[config.mk]
export PLATFORM = sky130hd
export DESIGN_NAME = lvmc_ctrl
export DESIGN_NICKNAME = d
export VERILOG_FILES = /design/src/lvmc_pkg.sv /design/src/lvmc_sync.sv /design/src/lvmc_ctrl.sv
export VERILOG_INCLUDE_DIRS = /design/src
export SDC_FILE = /design/constraint.sdc
export NUM_CORES = 1
export LEC_CHECK = 0
export ABC_CLOCK_PERIOD_IN_PS = 1900
export BUFFER_PORTS_ARGS = -buffer_cell sky130_fd_sc_hd__buf_2
export CAP_MARGIN = 20
export CORE_MARGIN = 2
export CORE_UTILIZATION = 53
export DETAILED_ROUTE_END_ITERATION = 8
export PLACE_DENSITY = 0.81
export SETUP_SLACK_MARGIN = 0.5
export SYNTH_ARGS = -nofsm -noshare
export SYNTH_HDL_FRONTEND = slang
export SYNTH_SLANG_ARGS = --single-unit
[constraint.sdc]
create_clock -name clk_sys -period 1.9 [get_ports clk_sys]
set_clock_uncertainty 0.1 [all_clocks]
set_input_delay 0.38 -clock clk_sys [delete_from_list [all_inputs] [get_ports clk_sys]]
set_output_delay 0.38 -clock clk_sys [all_outputs]
set_load 0.02 [all_outputs]
[src/lvmc_map.svh]
// register offsets, field positions, reset values and timing counts
// Function
// RULE1 - warning flag (bit 7, reg a) sets on supply below warning trip
// RULE2 - writing warning ack clears flag only if no warning present
// RULE3 - warning irq enable (bit 5) with flag set raises interrupt
// RULE4 - write-once detect-reset enable forces reset on detect event
// RULE5 - detect-in-stop bit keeps detection running in stop mode
// RULE6 - write-once detect enable gates detect logic and qualifiers
// RULE7 - reference buffer enable (bit 0) turns the bandgap buffer on
// RULE8 - write-once detect select picks detect trip and warning range
// RULE9 - warning select with detect select picks one of four trips
// RULE10 - deep stop recovered flag reads 1 after leaving deep stop
// RULE11 - writing 1 to deep stop ack clears the recovered flag
// RULE12 - write-once stop depth: 0 shallow retaining, 1 deep stop
// RULE13 - write-once bits take only the first write after reset
// RULE14 - detect select lock re-armed only by power-on reset
// RULE15 - deep stop with detect-in-stop set enters shallow stop; code does so only if det_en is also set
// RULE16 - plain enables reset to 0; ack bits always read 0
`ifndef LVMC_MAP_SVH
`define LVMC_MAP_SVH
`define LVMC_ADDR_W 4
`define LVMC_OFS_CTRL_A 4'h0
`define LVMC_OFS_CTRL_B 4'h1
`define LVMC_OFS_IRQ_STAT 4'h2
`define LVMC_OFS_IRQ_MASK 4'h3
`define LVMC_A_WARN_FLAG 7
`define LVMC_A_WARN_ACK 6
`define LVMC_A_WARN_IE 5
`define LVMC_A_RST_EN 4
`define LVMC_A_STOP_EN 3
`define LVMC_A_DET_EN 2
`define LVMC_A_REF_BUF 0
`define LVMC_B_DET_SEL 5
`define LVMC_B_WARN_SEL 4
`define LVMC_B_DEEP_FLAG 3
`define LVMC_B_DEEP_ACK 2
`define LVMC_B_DEPTH 0
`define LVMC_IRQ_WARN 0
`define LVMC_IRQ_DETECT 1
`define LVMC_IRQ_DEEP 2
`define LVMC_RST_VAL 1'b0
`define LVMC_SYNC_STAGES 3
`endif

[src/lvmc_pkg.sv]
// types shared by the low voltage monitor control block
package lvmc_pkg;
    typedef logic [7:0] lvmc_byte_t;
    typedef enum logic [1:0] {LVMC_RUN, LVMC_SHALLOW, LVMC_DEEP}
        lvmc_mode_t;
endpackage : lvmc_pkg

[src/lvmc_sync.sv]
// three stage synchroniser with agreement on stages two and three
`timescale 1ns/10ps
module lvmc_sync
(
    input wire logic clk_sys,
    input wire logic resetn,
    input wire logic din,
    output logic dout
);
    typedef struct packed {
        logic [2:0] sh;
        logic out;
    } lvmc_sync_st_t;
    lvmc_sync_st_t s_q;
    lvmc_sync_st_t s_d;

    always_comb
    begin
        s_d = s_q;
        s_d.sh = {s_q.sh[1:0], din};
        // first stage only feeds the second
        if (s_q.sh[1] == s_q.sh[2])
        begin
            s_d.out = s_q.sh[2];
        end
    end

    always_ff @(posedge clk_sys or negedge resetn)
    begin
        if (!resetn)
        begin
            s_q <= '0;
        end
        else
        begin
            s_q <= s_d;
        end
    end

    assign dout = s_q.out;
endmodule : lvmc_sync

[src/lvmc_ctrl.sv]
// low voltage monitor control and stop depth selection
`timescale 1ns/10ps
`include "lvmc_map.svh"
module lvmc_ctrl
(
    input wire logic clk_sys,
    input wire logic resetn,
    input wire logic por_event,
    input wire logic [`LVMC_ADDR_W-1:0] reg_addr,
    input wire logic [7:0] reg_wdata,
    input wire logic reg_wr,
    input wire logic reg_rd,
    output lvmc_pkg::lvmc_byte_t reg_rdata,
    input wire logic warn_below,
    input wire logic detect_below,
    input wire logic stop_req,
    input wire logic wake_req,
    output logic irq,
    output logic detect_reset_req,
    output logic detect_active,
    output logic detect_trip_select,
    output logic warning_trip_select,
    output logic reference_buffer_en,
    output logic stop_shallow,
    output logic stop_deep
);
    import lvmc_pkg::*;

    typedef struct packed {
        logic warn_flag;
        logic warn_ie;
        logic rst_en;
        logic stop_en;
        logic det_en;
        logic ref_buf;
        logic det_sel;
        logic warn_sel;
        logic deep_flag;
        logic depth;
        logic lock_a;
        logic lock_b;
        logic lock_det_sel;
        logic [2:0] irq_stat;
        logic [2:0] irq_mask;
        lvmc_mode_t mode;
        lvmc_byte_t rdata;
        logic irq;
        logic rst_req;
        logic det_act;
        logic stop_sh;
        logic stop_dp;
    } lvmc_st_t;

    lvmc_st_t s_q;
    lvmc_st_t s_d;
    logic warn_s;
    logic det_s;
    logic por_lock_q;
    logic por_sel_q;

    lvmc_sync u_sync_warn
    (
        .clk_sys(clk_sys),
        .resetn(resetn),
        .din(warn_below),
        .dout(warn_s)
    );

    lvmc_sync u_sync_det
    (
        .clk_sys(clk_sys),
        .resetn(resetn),
        .din(detect_below),
        .dout(det_s)
    );

    logic wr_a;
    logic wr_b;
    logic det_ev;
    logic [7:0] rd_mux;
    assign wr_a = reg_wr && reg_addr == `LVMC_OFS_CTRL_A;
    assign wr_b = reg_wr && reg_addr == `LVMC_OFS_CTRL_B;
    // detection runs in run mode, and in stop only when allowed
    assign det_ev = det_s && s_q.det_en && //RULE6
        (s_q.mode == LVMC_RUN || s_q.stop_en); //RULE5

    always_comb
    begin
        rd_mux = 8'h00;
        unique case (reg_addr)
            `LVMC_OFS_CTRL_A:
            begin
                rd_mux[`LVMC_A_WARN_FLAG] = s_q.warn_flag;
                rd_mux[`LVMC_A_WARN_IE] = s_q.warn_ie;
                rd_mux[`LVMC_A_RST_EN] = s_q.rst_en;
                rd_mux[`LVMC_A_STOP_EN] = s_q.stop_en;
                rd_mux[`LVMC_A_DET_EN] = s_q.det_en;
                rd_mux[`LVMC_A_REF_BUF] = s_q.ref_buf; // ack reads 0 RULE16
            end
            `LVMC_OFS_CTRL_B:
            begin
                rd_mux[`LVMC_B_DET_SEL] = por_sel_q;
                rd_mux[`LVMC_B_WARN_SEL] = s_q.warn_sel;
                rd_mux[`LVMC_B_DEEP_FLAG] = s_q.deep_flag; //RULE10
                rd_mux[`LVMC_B_DEPTH] = s_q.depth;
            end
            `LVMC_OFS_IRQ_STAT: rd_mux[2:0] = s_q.irq_stat;
            `LVMC_OFS_IRQ_MASK: rd_mux[2:0] = s_q.irq_mask;
            default: rd_mux = 8'h00;
        endcase
    end

    always_comb
    begin
        s_d = s_q;
        s_d.rdata = reg_rd ? rd_mux : 8'h00;
        if (wr_a)
        begin
            s_d.warn_ie = reg_wdata[`LVMC_A_WARN_IE];
            s_d.stop_en = reg_wdata[`LVMC_A_STOP_EN];
            s_d.ref_buf = reg_wdata[`LVMC_A_REF_BUF]; //RULE7
            if (!s_q.lock_a) //RULE13
            begin
                s_d.rst_en = reg_wdata[`LVMC_A_RST_EN]; //RULE4
                s_d.det_en = reg_wdata[`LVMC_A_DET_EN]; //RULE6
                s_d.lock_a = 1'b1;
            end
            if (reg_wdata[`LVMC_A_WARN_ACK] && !warn_s)
            begin
                s_d.warn_flag = 1'b0; //RULE2
            end
        end
        if (wr_b)
        begin
            s_d.warn_sel = reg_wdata[`LVMC_B_WARN_SEL]; //RULE9
            if (!s_q.lock_b) //RULE13
            begin
                s_d.depth = reg_wdata[`LVMC_B_DEPTH]; //RULE12
                s_d.lock_b = 1'b1;
            end
            if (reg_wdata[`LVMC_B_DEEP_ACK])
            begin
                s_d.deep_flag = 1'b0; //RULE11
            end
        end
        // hardware set beats software clear
        if (warn_s)
        begin
            s_d.warn_flag = 1'b1; //RULE1
        end
        s_d.irq_stat[`LVMC_IRQ_WARN] = s_q.irq_stat[`LVMC_IRQ_WARN] |
            (warn_s & ~s_q.warn_flag);
        s_d.irq_stat[`LVMC_IRQ_DETECT] = s_q.irq_stat[`LVMC_IRQ_DETECT] |
            det_ev;
        if (reg_wr && reg_addr == `LVMC_OFS_IRQ_STAT)
        begin
            s_d.irq_stat = s_d.irq_stat & ~reg_wdata[2:0] |
                {1'b0, det_ev, warn_s & ~s_q.warn_flag};
        end
        if (reg_wr && reg_addr == `LVMC_OFS_IRQ_MASK)
        begin
            s_d.irq_mask = reg_wdata[2:0];
        end
        unique case (s_q.mode)
            LVMC_RUN:
                if (stop_req)
                begin
                    // deep stop would kill the detector
                    s_d.mode = (s_q.depth && !(s_q.det_en && s_q.stop_en))
                        ? LVMC_DEEP : LVMC_SHALLOW; //RULE15
                end
            LVMC_SHALLOW:
                if (wake_req)
                begin
                    s_d.mode = LVMC_RUN;
                end
            LVMC_DEEP:
                if (wake_req)
                begin
                    s_d.mode = LVMC_RUN;
                    s_d.deep_flag = 1'b1; //RULE10
                    s_d.irq_stat[`LVMC_IRQ_DEEP] = 1'b1;
                end
            default: s_d.mode = LVMC_RUN;
        endcase
        s_d.irq = s_q.warn_ie && s_d.warn_flag || //RULE3
            |(s_d.irq_stat & s_d.irq_mask);
        s_d.rst_req = det_ev && s_q.rst_en; //RULE4
        s_d.det_act = s_q.det_en && (s_d.mode == LVMC_RUN || s_q.stop_en);
        // stop outputs come from their own flops, in step with the mode
        s_d.stop_sh = s_d.mode == LVMC_SHALLOW;
        s_d.stop_dp = s_d.mode == LVMC_DEEP;
    end

    always_ff @(posedge clk_sys or negedge resetn)
    begin
        if (!resetn)
        begin
            s_q <= '0; //RULE16
        end
        else
        begin
            s_q <= s_d;
        end
    end

    // detect select lock survives system reset, cleared only at power-on
    always_ff @(posedge clk_sys or posedge por_event)
    begin
        if (por_event)
        begin
            por_lock_q <= 1'b0; //RULE14
            por_sel_q <= `LVMC_RST_VAL;
        end
        else if (wr_b && !por_lock_q)
        begin
            por_sel_q <= reg_wdata[`LVMC_B_DET_SEL]; //RULE8
            por_lock_q <= 1'b1;
        end
    end

    assign reg_rdata = s_q.rdata;
    assign irq = s_q.irq;
    assign detect_reset_req = s_q.rst_req;
    assign detect_active = s_q.det_act;
    assign detect_trip_select = por_sel_q; //RULE9
    assign warning_trip_select = s_q.warn_sel;
    assign reference_buffer_en = s_q.ref_buf;
    assign stop_shallow = s_q.stop_sh;
    assign stop_deep = s_q.stop_dp;

    lock_once_a: assert property (@(posedge clk_sys) disable iff (!resetn)
        s_q.lock_a && wr_a |=> $stable(s_q.det_en)) //RULE13
        else $error("write-once enable changed after lock");
    warn_ack_a: assert property (@(posedge clk_sys) disable iff (!resetn)
        warn_s |=> s_q.warn_flag) //RULE2
        else $error("warning flag cleared while warning present");
    warn_set_a: assert property (@(posedge clk_sys) disable iff (!resetn)
        $rose(warn_s) |=> s_q.warn_flag) //RULE1
        else $error("warning flag not set");
    warn_irq_a: assert property (@(posedge clk_sys) disable iff (!resetn)
        s_q.warn_ie && s_q.warn_flag |-> ##[0:1] irq) //RULE3
        else $error("warning interrupt missing");
    det_rst_a: assert property (@(posedge clk_sys) disable iff (!resetn)
        detect_reset_req |-> $past(s_q.det_en) && $past(s_q.rst_en)) //RULE4
        else $error("reset without enabled detect");
    stop_det_a: assert property (@(posedge clk_sys) disable iff (!resetn)
        stop_req && s_q.mode == LVMC_RUN && s_q.det_en && s_q.stop_en
        |=> s_q.mode == LVMC_SHALLOW) //RULE15
        else $error("deep stop entered with detector on");
    deep_flag_a: assert property (@(posedge clk_sys) disable iff (!resetn)
        s_q.mode == LVMC_DEEP && wake_req |=> s_q.deep_flag) //RULE10
        else $error("recovery flag not set");
    depth_sel_a: assert property (@(posedge clk_sys) disable iff (!resetn)
        stop_req && s_q.mode == LVMC_RUN && !s_q.depth
        |=> stop_shallow) //RULE12
        else $error("wrong stop depth");
endmodule : lvmc_ctrl

After elaboration in Yosys (flattened, before gate mapping)
Index checks and enable logic that the tools add are counted.
{ "word_totals": {"register_bits": 42, "inputBits": 21, "out_inout_bits": 16} }
{ "classes": {"n_eq_ne": 9, "mux": 24, "bitwise_logic": 10, "reduce_logical": 26} }
{ "op_table": {"columns": ["operator", "count"], "rows": [
  ["$logic_and A1 B1 Y1", 13],
  ["$mux W1", 11],
  ["$eq A4 B2 Y1 const B", 2],
  ["$mux W2", 4],
  ["$mux W8", 1],
  ["$and A3 B3 Y3", 2],
  ["$mux W3", 2],
  ["$mux W6", 1],
  ["$pmux W3 S2", 1],
  ["$eq A2 B1 Y1 const B", 2],
  ["$eq A2 B2 Y1 const B", 2],
  ["$eq A4 B1 Y1 const B", 1],
  ["$logic_not A2 Y1", 2],
  ["$logic_not A4 Y1", 1],
  ["$pmux W1 S4", 1],
  ["$pmux W2 S2", 1],
  ["$reduce_and A2 Y1", 2],
  ["$logic_not A1 Y1", 3],
  ["$logic_or A1 B1 Y1", 3],
  ["$not A1 Y1", 3],
  ["$not A3 Y3", 1],
  ["$or A3 B2 Y3", 1],
  ["$pmux W1 S3", 1],
  ["$reduce_or A3 Y1", 1],
  ["5 further kinds", 7]
]} }

Logic depth before layout (Yosys ltp)
Gate-level depths: netlist (run 1).
{ "depth": {"ltp_word": 12, "ltp_mapped": 6, "depth_no_buf": 6} }

Cells and area by module
Synthesis (run 1) repeated with hierarchy kept, for this count alone.
{ "unflattened": {"hier_cells": 152, "area_unflattened_um2": 1769.2} }
{ "by_module_without_submodules": {"columns": ["mod", "n_inst", "cells_per_inst", "area_each_um2", "seq_area_each_um2"], "rows": [
  ["lvmc_ctrl", 1, 142, 1546.5, 825.8],
  ["lvmc_sync", 2, 5, 111.4, 100.1]
]} }

Worst setup path before layout (run 1)
OpenSTA, ideal clock, no wires.
{ "synth_timing": {"path_kind": "input to register", "from": "in reg_addr[1]", "to": "reg s_q[29] (netlist bit)", "arrival_ns": 1.348, "setup_slack_ns": 0.324, "cell_stages": 5, "path_buffers": 1, "path_cell_list": "buf_6 -> nor3_2 -> nand2_1 -> nor2_1 -> mux2_1"} }
{ "synth_between": {"elab_chain_cells": 3} }
{ "synth_rtl": {"columns": ["element", "line", "text"], "rows": [
  ["start, declared", "lvmc_ctrl.sv:9", "input wire logic [`LVMC_ADDR_W-1:0] reg_addr,"],
  ["$logic_not A4 Y1", null, null],
  ["$logic_and A1 B1 Y1 (no source line)", null, null],
  ["$reduce_and A2 Y1 (no source line)", null, null],
  ["end signal, assigned", "lvmc_ctrl.sv:199", "s_q <= '0;"],
  ["end signal, assigned", "lvmc_ctrl.sv:203", "s_q <= s_d;"],
  ["end, declared", "lvmc_ctrl.sv:54", "lvmc_st_t s_q;"]
]} }
Every way passes these cells.
A chain may end at the register's enable or synchronous reset.

==> impl_summary.md, run 1 <==
Placed design
In this run the tool buffered the top-level ports with 34 buffer cells. At the end of routability-driven placement, the weighted congestion stood at 0.899. The final HPWL from detailed placement is ~2600 um.

After detailed placement, the total cell area comes to 0.00198 mm^2. Once placement completed, the tool counted placed cells totaling between 200 and 250. Before CTS, the worst setup slack after placement is between 0.15 and 0.2 ns.

Clock tree
Counting every sink on the clock net gives 41. In this run the clock root is driven by a clkbuf_4. The H-tree was split into 2 levels.

The clock latency reported for the late side of the worst-skew pair is approximately 0.35 ns. Counting the buffers created by CTS gives 5. No sink is reached through more buffers than the 2 on the longest clock path.

The clock tree from TritonCTS is yes. The clock input transition at the sequential cells of the worst setup and hold paths is approximately 0.12 ns.

Final layout
The most common cell after layout, fill and taps aside is dfrtp_1. The area growth from synthesis to layout is 28.6%. The top cell types in the final layout, fill and taps aside, are dfrtp_1 (41), buf_2 (26), nor2_1 (14). The antenna diode count is 0. After the flow finishes, the layout carries non-filler instances totaling 243. With fillers left out, the area of the finished cells amounts to between 0.002 and 0.0025 mm^2. The final net count is roughly 220.

In the final layout, the share of cells above drive strength 1 is approximately 40%. The utilization of the core after routing is between 70% and 80%.

Drt
In the final routed layout, each cell accounts on average for between 15 and 20 um. After detailed routing, the number of remaining DRC violations is 0. The via density per instance is between 5 and 6. The final layout contains routed wiring with a total length of between 3000 and 4000 um. The final route contains ~1300 vias. After the first detailed-routing iteration, the DRC count stood at 47. The post-detailed-route count of antenna-violating nets is 0.

The number of search-and-repair iterations in the first detailed-routing pass is 4.

Synth
Yosys mapped a number of flops with a built-in enable equal to 0. The sequential fraction of the synthesis area is between 50% and 60%. The register bit count reported by yosys is 41. The most common flop cell mapped by yosys is dfrtp_1. After synthesis, the share of flip-flops with an asynchronous set or reset is 100%.

The netlist uses slightly above 40 different library cells. By area the synthesized netlist is led by dfrtp_1 (58%), mux2i_1 (3.4%), buf_4 (3.4%), mux2_2 (3.2%), nand2_1 (3.2%). The cell taking the most area after synthesis is dfrtp_1.

Averaged over all synthesized cells, the footprint is 11.7 um^2. The area of the mapped netlist is about 0.0018 mm^2. The share of the synthesized area in the top cell type is around three fifths. The yosys synthesis warning count is 0.

The net count after synthesis is 175. Synthesis produced 151 cells.

Floorplan
Once the floorplan was initialized, standard cells occupied a little under three fifths of the core. The total area inside the core boundary comes to between 0.003 and 0.004 mm^2. The die height is 61.6 um. The initialized floorplan defines 20 standard-cell rows. The die covers around 0.0038 mm^2. From left edge to right edge, the die measures 61.6 um.

The boundary pin count is 37.

Pwr
In this run the power spent charging and discharging nets is between 0.7 and 0.8 mW. Combinational cells account for slightly above 30% of the total power. The total power density per cell area is between 1000 and 1500 mW/mm^2. The share of total power in sequential cells is 43.5%. Internal power comes to about 1.9 mW. Net switching is 30.0% of the power. The total power of the final layout is 2.65 mW. The clock share of power is between 20% and 30%. The static leakage is between 1 and 1.5 nW.

Across the VDD grid, the largest voltage drop is approximately 0.00074 V.

Setup path
The capturing point of the worst reg2reg path is stop_shallow. The arrival time reported for the critical path endpoint is 1.67 ns. The worst setup path is of the flop to flop kind. Data on the critical path is required at its endpoint by between 2 and 2.5 ns. The type of element capturing the critical path is a flop. The maximum fanout along the worst path is 3. The origin of the critical flop-to-flop path is s_q[14].

For flop-to-flop paths, the worst setup slack is 0.43 ns. The launching element type of the critical path is a flop. The cell count of the worst reg-to-reg path is 6.

Timing
Static timing analysis puts the maximum clock frequency at roughly 0.7 GHz. The post-route minimum period is ~1.5 ns. The post-route clock period utilization is about 77%. At the pin with the least slew margin, the transition time is 0.510 ns.

The hold violation total from the final report is 0. Measured against its own limit, the worst slew margin works out to approximately 66%. The final max-slew violation count is 0. The sum of negative setup slack is 0 ns.

The worst hold slack across all endpoints is between 0.03 and 0.04 ns. Setup repair after global routing could not meet its margin everywhere. The final setup violation count is 0. Setup slack closes at 0.429 ns.

Worst hold path
The worst min-delay path startpoint is detect_below. The min-delay analysis places its worst path in the category input port to flop. The count of cells along the worst hold path is 1. The capture endpoint of the worst hold path is u_sync_det.s_d[2].

Global routing
The via count of the first global-routing pass is between 1000 and 1500. The wire length of the first global-routing pass is between 5000 and 6000 um. Global routing used a little over a fifth of the available tracks across all layers. The sum of overflow across all layers after global routing is 0. Entering global routing, the biggest net connects 22 pins. The number of antenna violations at the first check in global routing is 0.

Job
The number of max-cap violations is 0.

Status
The run finished with clean final reports.
-- critical path: stages (launching register included) --
cell and delay, ns:
dfrtp_1 0.39, inv_2 0.06, ha_4 0.25, nor2b_4 0.17
nand2_2 0.08, a211oi_2 0.22, and2_1 0.15
-- registers in the layout, indices dropped and copies added (netlist names), 2 cells and up --
name	flops
s_q	17
reg_rdata	7
u_sync_warn.s_d	2
u_sync_det.s_d	2
-- cell type report --
| type | instances | area [um^2] |
|---|---|---|
| multi-input combinational | 92 | 689 |
| clock buffer | 5 | 37.5 |
| clock inverter | 3 | 65.1 |
| sequential | 41 | 1030 |
| tap | 44 | 55.1 |
| fill | 220 | 840 |
| inverter | 8 | 30.0 |
| timing repair buffer | 50 | 360 |
-- cells in the mapped netlist (2+ instances only) --
cell type	count
dfrtp_1	41
nand2_1	15
nor2_1	15
buf_4	8
inv_1	8
mux2i_1	6
mux2_2	5
and2_1	4
ha_1	3
nand2b_1	3
nand3_1	3
o21ai_1	3
a21oi_1	2
a22o_1	2
a22oi_1	2
a31oi_1	2
maj3_1	2
mux2_1	2
nor2b_1	2
nor3b_1	2
-- logic make-up (layout without fill, tap and decap cells) --
| group | Yosys count | after routing | share of synthesized area, % |
|---|---|---|---|
| AND/OR/NAND/NOR | 53 | 53 | 15.4 |
| buffers and inverters | 18 | 66 | 6.04 |
| AO/OA/AOI/OAI | 19 | 19 | 7.68 |
| adder cells (fa/ha/maj) | 5 | 5 | 3.27 |
| flip-flops | 41 | 41 | 58.3 |
| multiplexers | 14 | 14 | 9.17 |
| other | 1 | 1 | 0.213 |
-- metal layers --
metal  routed length, um  vias up  share of wire [%]  GRT usage [%]
li1                    -      600                  -              -
met2                1830       50                 50           35.3
met3                 234       12                6.3           6.72
met4                  95        0                2.6           10.3
met1                1530      639                 41           27.1
met5                   0        -                  0              0
-- power groups by stage --
stage / combinational (mW) / clock [mW] / sequential [mW]
after floorplan: 0.378 / 0 / 1.20
after global placement: 0.578 / 0 / 1.16
after detailed placement: 0.608 / 0 / 1.18
after CTS: 0.755 / 0.699 / 1.14
after global routing: 0.885 / 0.733 / 1.17
final: 0.808 / 0.688 / 1.15
-- worst max-delay path by stage --
stage / startpoint / endpoint / slack (ns) / depth (start not counted)
after global placement: reg_addr[0] / s_q[29] / 0.17 / 5
final: s_q[14] / stop_shallow / 0.43 / 6
after detailed placement: reg_addr[0] / s_q[29] / 0.17 / 5
after global routing: s_q[13] / stop_shallow / 0.38 / 6
after CTS: s_q[14] / stop_shallow / 0.43 / 6
after floorplan: reg_addr[1] / irq / 0.38 / 5
-- repair_timing --
item | CTS | global route
cloned | 0 | 0
pin swaps | 5 | 5
buffers inserted | 8 | 2
resized for setup | 6 | 16
hold buffers | 2 | 1
endpoints found under the hold margin | 22 | 1
setup endpoints to repair | 11 | 16
No activity file was read; power rests on OpenSTA's default activity.
==> run 2: changes to the inputs <==
- ABC_CLOCK_PERIOD_IN_PS: 1900 -> 1400
- clock period: 1.9 -> 1.4 ns (I/O delays scaled with it)
==> run 2 against run 1 <==
  * Largest power group unchanged
  * Highest routed layer unchanged
  * Die area unchanged
  * Worst hold slack better by 0.020 ns
  * Flip-flop and latch count did not move
  * Largest cell class unchanged
  * The flow now finishes with violations (DRC, setup timing)
==> impl_summary.md, run 2 (synthesis gave the netlist of run 1 again) <==
Setup path
The register-to-register setup slack is -0.16 ns (was 0.43 ns). The origin of the critical flop-to-flop path is s_q[13] (was s_q[14]). The start-to-end type of the worst setup path is flop to flop (unchanged). The capturing point of the worst reg2reg path is detect_active (was stop_shallow). The start point of the critical path is s_q[13] (was s_q[14]). The launching element type of the critical path is a flop (unchanged). The worst endpoint required time is 1.53 ns (was 2.10 ns). The endpoint of the most critical setup path is detect_active (was stop_shallow). The cell count of the worst reg-to-reg path is 5 (was 6). The maximum fanout along the worst path is 3 (unchanged). The arrival time reported for the critical path endpoint is 1.69 ns (was 1.67 ns). The type of element capturing the critical path is a flop (unchanged).

Final layout
The most common cell after layout, fill and taps aside is dfrtp_1 (unchanged). The fraction of layout cells with a size suffix above 1 is 57.5% (was 39.7%). Commonest cells after routing, fill and taps aside: dfrtp_1 (39), buf_6 (28), buf_4 (21) (was dfrtp_1 (41), buf_2 (26), nor2_1 (14)).

The register bank with the most flops was s_q (unchanged). The post-layout instance area is 0.00267 mm^2 (was 0.00226 mm^2). The final net count is 246 (was 222). The number of flip-flops under the largest register name is 17 (unchanged). The growth of design area from synthesis to finish is 51.9% (was 28.6%). The antenna diode count is 0 (unchanged).

The final cell count without fillers is 265 (was 243).

Global routing
The total global routing track utilization is 28.1% (was 22.0%). The sum of overflow across all layers after global routing is 0 (unchanged). The via count of the first global-routing pass is 1526 (was 1299). The wire length of the first global-routing pass came to 7380 um (was 5830 um). The number of antenna violations at the first check in global routing is 0 (unchanged). The largest net degree at the start of global routing is 40 (was 22).

Clock tree
The clock input transition at the sequential cells of the worst setup and hold paths is 0.11 ns (was 0.12 ns). The clock tree from TritonCTS is yes (unchanged). The maximum number of buffers from clock root to sink came to 2 (unchanged). The clock sink count was 41 (unchanged). The clock latency reported for the late side of the worst-skew pair is 0.35 ns (about the same).

The number of CTS-inserted buffers was 5 (unchanged). The root buffer cell is clkbuf_4 (unchanged). The H-tree level count came to 2 (unchanged).

Floorplan
The die height came to 61.6 um (unchanged). The chip width came to 61.6 um (unchanged). The boundary pin count was 37 (unchanged).

The count of standard-cell rows came to 20 (unchanged). The die footprint is 0.00380 mm^2 (unchanged). The effective utilization at floorplan was 56.7% (unchanged). The area of the placeable core is 0.00310 mm^2 (unchanged).

Pwr
The internal power contribution is 2.41 mW (was 1.86 mW). The total power of the final layout is 3.66 mW (was 2.65 mW). The switching share of total power is 34.0% (was 30.0%). The static leakage came to 1.27 nW (was 1.09 nW).

The total power density per cell area was 1370 mW/mm^2 (was 1170 mW/mm^2). The clock share of power is 14.5% (was 26.0%). The worst ir drop on vdd is 0.000871 V (was 0.000739 V).

The share of total power in sequential cells is 44.5% (was 43.5%). The power spent charging and discharging nets came to 1.24 mW (was 0.795 mW). The logic gate share of total power is 41.0% (was 30.5%).

Timing
The worst hold slack across all endpoints came to 0.0559 ns (was 0.0358 ns). The hold violation total from the final report is 0 (unchanged). The post-route minimum period was 1.56 ns (was 1.47 ns). The final max-slew violation count came to 0 (unchanged). The minimum setup slack in the final design was -0.161 ns (was 0.429 ns).

The final setup violation count is 9 (was 0). The peak clock frequency supported by timing is 0.641 GHz (was 0.680 GHz). The post-route clock period utilization is 111% (was 77.4%). RSZ-0062 raised after global routing: yes (unchanged).

Placed design
The instance count after placement with tap cells included came to 238 (was 222). The count of port buffers added during placement is 34 (unchanged). The cell area reported after detailed placement is 0.00214 mm^2 (was 0.00198 mm^2). The final weighted congestion in routability-driven placement is 0.843 (was 0.899). The final HPWL from detailed placement is 2730 um (was 2580 um).

Drt
The DRC violation count after routing was 2 (was 0). The detail-routed net length per standard cell is 18.2 um (was 15.2 um). The number of violations reported at the end of detailed-routing iteration 0 was 124 (was 47).

The total via count in the routed design was 1411 (was 1301). The post-detailed-route count of antenna-violating nets is 0 (unchanged). The wire length reported by the detailed router was 4820 um (was 3700 um). The via density per instance was 5.32 (was 5.35).

The number of search-and-repair iterations in the first detailed-routing pass is 6 (was 4).

Status
The final reports fail on DRC, setup timing. Outcome: complete, but fails checks (was completed).

Job
The number of max-cap violations is 0 (unchanged).

Worst hold path
The path class of the lowest-slack min-delay path is input port to flop (unchanged).
-- run 2: power by group through the flow --
| stage | logic (mW) | clock network [mW] | registers (mW) |
|---|---|---|---|
| 3_5_place_dp | 0.997 | 0 | 1.59 |
| 4_1_cts | 1.37 | 0.536 | 1.59 |
| 5_1_grt | 1.61 | 0.591 | 1.64 |
| 3_3_place_gp | 0.930 | 0 | 1.57 |
| 6_report | 1.50 | 0.530 | 1.63 |
| 2_1_floorplan | 0.550 | 0 | 1.63 |
-- run 2: worst min-delay path by stage --
stage	start	to	slack [ns]	cells after the start
2_1_floorplan	resetn	detect_active	-0.12	0
3_3_place_gp	por_event	detect_trip_select	0.03	2
3_5_place_dp	por_event	detect_trip_select	0.04	2
4_1_cts	reg_wdata[4]	warning_trip_select	0.05	3
5_1_grt	reg_wdata[4]	warning_trip_select	0.05	3
6_report	reg_wdata[6]	s_q[33]	0.06	2
-- run 2: routing by layer --
| layer | global-route usage (%) | vias to the layer above | wire, um |
|---|---|---|---|
| met5 | 0 | - | 0 |
| met4 | 12.5 | 0 | 140 |
| met3 | 5.88 | 17 | 256 |
| met2 | 48.7 | 58 | 2570 |
| met1 | 33.7 | 686 | 1850 |
| li1 | - | 650 | - |
-- run 2: through the flow --
step / setup TNS [ns] / util (%) / setup slack [ns]
2_1_floorplan: -0.0162 / - / -0.0162
3_3_place_gp: -0.704 / 68.9 / -0.149
6_report: -0.637 / 86.2 / -0.161
3_5_place_dp: -0.984 / 68.9 / -0.205
5_1_grt: -0.874 / 86.2 / -0.200
4_1_cts: -0.294 / 83.2 / -0.0968
-- run 2: cell type report --
class,instances,area [um^2]
Multi-Input combinational cell,92,840
Tap cell,44,55.1
Fill cell,152,429
Sequential cell,41,1030
Inverter,8,30.0
Clock inverter,1,5.00
Clock buffer,5,37.5
Timing Repair Buffer,74,678
-- run 2: repair_timing --
action,CTS,global route
resized for setup,73,16
hold buffers,4,0
setup buffers,14,3
setup endpoints to repair,43,50
endpoints found under the hold margin,43,0
pin swaps,23,18
-- run 2: worst max-delay path: stages, from the launching register on --
cell and delay [ns]:
dfrtp_1 0.42, inv_2 0.09, ha_4 0.27, nor2b_4 0.17, a21oi_1 0.09, o41a_1 0.32
==> run 3: changes to the inputs <==
- CORE_UTILIZATION: 53 -> 50
- PLACE_DENSITY: 0.81 -> 0.77
==> run 3 against run 2 <==
  * The flow finishes with violations (setup timing)
  * Fmax rose by 6.1%
  * Via count fell by 3.2%
  * First-iteration DRC count fell by 27%
  * Global-route usage fell by 4.2 points
  * Final cell count fell by 0.75%
  * Sequential power barely moved
  * Power rose by 4.4%
  * Wire length fell by 9.9%
  * Critical path type unchanged
==> impl_summary.md, run 3 (synthesis gave the netlist of run 1 again) <==
Status
Outcome: complete, but fails checks (unchanged). Failing checks: setup timing (was DRC, setup timing).

Pwr
The clock share of power came to 21.2% (was 14.5%). The total power density per cell area is 1440 mW/mm^2 (was 1370 mW/mm^2). The logic gate share of total power is 36.9% (was 41.0%). The switching share of total power is 31.5% (was 34.0%). The worst ir drop on vdd is 0.000863 V (was 0.000871 V).

The power spent charging and discharging nets was 1.20 mW (was 1.24 mW). The internal power contribution is 2.62 mW (was 2.41 mW). The share of total power in sequential cells is 41.9% (was 44.5%). The total power of the final layout was 3.82 mW (was 3.66 mW). The static leakage came to 1.27 nW (about the same).

Drt
The post-detailed-route count of antenna-violating nets is 0 (unchanged). The total via count in the routed design is 1366 (was 1411). The wire length reported by the detailed router is 4340 um (was 4820 um). The number of search-and-repair iterations in the first detailed-routing pass is 4 (was 6).

The detail-routed net length per standard cell was 16.5 um (was 18.2 um). The DRC violation count after routing is 0 (was 2). The number of violations reported at the end of detailed-routing iteration 0 came to 91 (was 124). The via density per instance is 5.19 (was 5.32).

Setup path
The register-to-register setup slack is -0.07 ns (was -0.16 ns). The arrival time reported for the critical path endpoint is 1.61 ns (was 1.69 ns). The worst endpoint required time is 1.54 ns (was 1.53 ns). The maximum fanout along the worst path is 2 (was 3). The capturing point of the worst reg2reg path is detect_active (unchanged). The type of element capturing the critical path is a flop (unchanged). The endpoint of the most critical setup path is detect_active (unchanged).

The start point of the critical path is s_q[13] (unchanged). The launching element type of the critical path is a flop (unchanged). The start-to-end type of the worst setup path is flop to flop (unchanged). The origin of the critical flop-to-flop path is s_q[13] (unchanged). The cell count of the worst reg-to-reg path was 6 (was 5).

Global routing
The largest net degree at the start of global routing is 40 (unchanged). The wire length of the first global-routing pass is 7160 um (was 7380 um). The via count of the first global-routing pass is 1524 (was 1526).

The total global routing track utilization is 23.9% (was 28.1%). The number of antenna violations at the first check in global routing is 0 (unchanged). The sum of overflow across all layers after global routing came to 0 (unchanged).

Floorplan
The chip width is 63.3 um (was 61.6 um). The count of standard-cell rows came to 21 (was 20). The boundary pin count is 37 (unchanged). The effective utilization at floorplan is 52.3% (was 56.7%). The die height is 63.3 um (was 61.6 um). The area of the placeable core is 0.00336 mm^2 (was 0.00310 mm^2). The die footprint is 0.00401 mm^2 (was 0.00380 mm^2).

Final layout
The growth of design area from synthesis to finish came to 50.5% (was 51.9%). The fraction of layout cells with a size suffix above 1 is 54.4% (was 57.5%). Commonest cells after routing, fill and taps aside: dfrtp_1 (40), buf_6 (27), buf_4 (17) (was dfrtp_1 (39), buf_6 (28), buf_4 (21)). The area of combinational cells with multiple inputs was 822 um^2 (was 840 um^2).

The register bank with the most flops is s_q (unchanged). The final net count was 240 (was 246). The most common cell after layout, fill and taps aside is dfrtp_1 (unchanged). The final-layout fill cell count is 212 (was 152).

The number of flip-flops under the largest register name is 17 (unchanged). The final cell count without fillers was 263 (was 265). The total area of sequential cells is 0.00103 mm^2 (about the same). The antenna diode count is 0 (unchanged).

The post-layout instance area is 0.00265 mm^2 (was 0.00267 mm^2).

Clock tree
The root buffer cell is clkbuf_4 (unchanged). The clock sink count is 41 (unchanged). The number of CTS-inserted buffers came to 5 (unchanged). The maximum number of buffers from clock root to sink is 2 (unchanged). The H-tree level count was 2 (unchanged). The clock input transition at the sequential cells of the worst setup and hold paths is 0.12 ns (was 0.11 ns). The clock tree from TritonCTS is yes (unchanged). The clock latency reported for the late side of the worst-skew pair is 0.35 ns (about the same).

Placed design
The instance count after placement with tap cells included was 240 (was 238). The post-placement setup slack is -0.176 ns (was -0.205 ns). The count of port buffers added during placement is 34 (unchanged). The final weighted congestion in routability-driven placement is 0.843 (about the same).

The cell area reported after detailed placement is 0.00214 mm^2 (about the same). The final HPWL from detailed placement is 2740 um (was 2730 um).

Worst hold path
The path class of the lowest-slack min-delay path is input port to flop (unchanged).

Timing
The worst hold slack across all endpoints was 0.0545 ns (was 0.0559 ns). The peak clock frequency supported by timing is 0.680 GHz (was 0.641 GHz). The final setup violation count is 5 (was 9). RSZ-0062 raised after global routing: yes (unchanged).

The hold violation total from the final report is 0 (unchanged). The post-route minimum period is 1.47 ns (was 1.56 ns). The final max-slew violation count is 0 (unchanged). The post-route clock period utilization is 105% (was 111%). The minimum setup slack in the final design is -0.0714 ns (was -0.161 ns).

Job
The number of max-cap violations is 0 (unchanged).
## run 3: routing by layer
layer | vias up | wire, um | GRT usage [%]
li1 | 636 | - | -
met2 | 39 | 2270 | 38.7
met4 | 0 | 205 | 16.6
met5 | - | 0 | 0
met1 | 676 | 1700 | 27.9
met3 | 15 | 161 | 5.71
## run 3: critical path: stages (launching register included)
cell and delay [ns]:
dfrtp_1 0.39, inv_2 0.06, buf_4 0.14, buf_4 0.13, nand2_1 0.10, nor2_1 0.05, o41a_1 0.37
## run 3: metrics by stage
stage          setup TNS [ns]  utilization, %
6_report               -0.247            78.8
5_1_grt                -0.847            78.8
4_1_cts                -0.110            77.2
3_5_place_dp            -1.03            63.6
3_3_place_gp           -0.850            63.6
2_1_floorplan         -0.0162               -
## run 3: cell type report
| class | instances | share of cell area, % |
|---|---|---|
| multi-input cells | 92 | 31.0 |
| inverters | 8 | 1.13 |
| clock buffers | 7 | 2.08 |
| well taps | 46 | 2.17 |
| repair buffers | 68 | 23.7 |
| flip-flops and latches | 41 | 38.8 |
| clock inverters | 1 | 1.13 |
## run 3: how the worst min path moves through the flow
| stage | startpoint | end | slack (ns) | cells past startpoint |
|---|---|---|---|---|
| after floorplan | resetn | detect_active | -0.12 | 0 |
| after global placement | por_event | por_lock_q | 0.03 | 2 |
| after detailed placement | por_event | por_lock_q | 0.03 | 2 |
| after CTS | reg_wdata[6] | s_q[33] | 0.05 | 2 |
| after global routing | reg_wdata[4] | s_q[31] | 0.05 | 2 |
| final | reg_wdata[6] | s_q[33] | 0.05 | 2 |
## run 3: power groups by stage
stage / logic [mW] / registers (mW) / clock network, mW
2_1_floorplan: 0.550 / 1.63 / 0
3_3_place_gp: 0.923 / 1.57 / 0
3_5_place_dp: 0.985 / 1.58 / 0
4_1_cts: 1.31 / 1.59 / 0.807
5_1_grt: 1.50 / 1.62 / 0.877
6_report: 1.41 / 1.60 / 0.808
## run 3: repair_timing
| item | CTS | global route |
|---|---|---|
| pin swaps | 20 | 9 |
| hold endpoints to repair | 43 | 0 |
| hold buffers | 4 | 0 |
| buffers inserted | 10 | 1 |
| resized for setup | 75 | 10 |
| endpoints found under the setup margin | 45 | 47 |
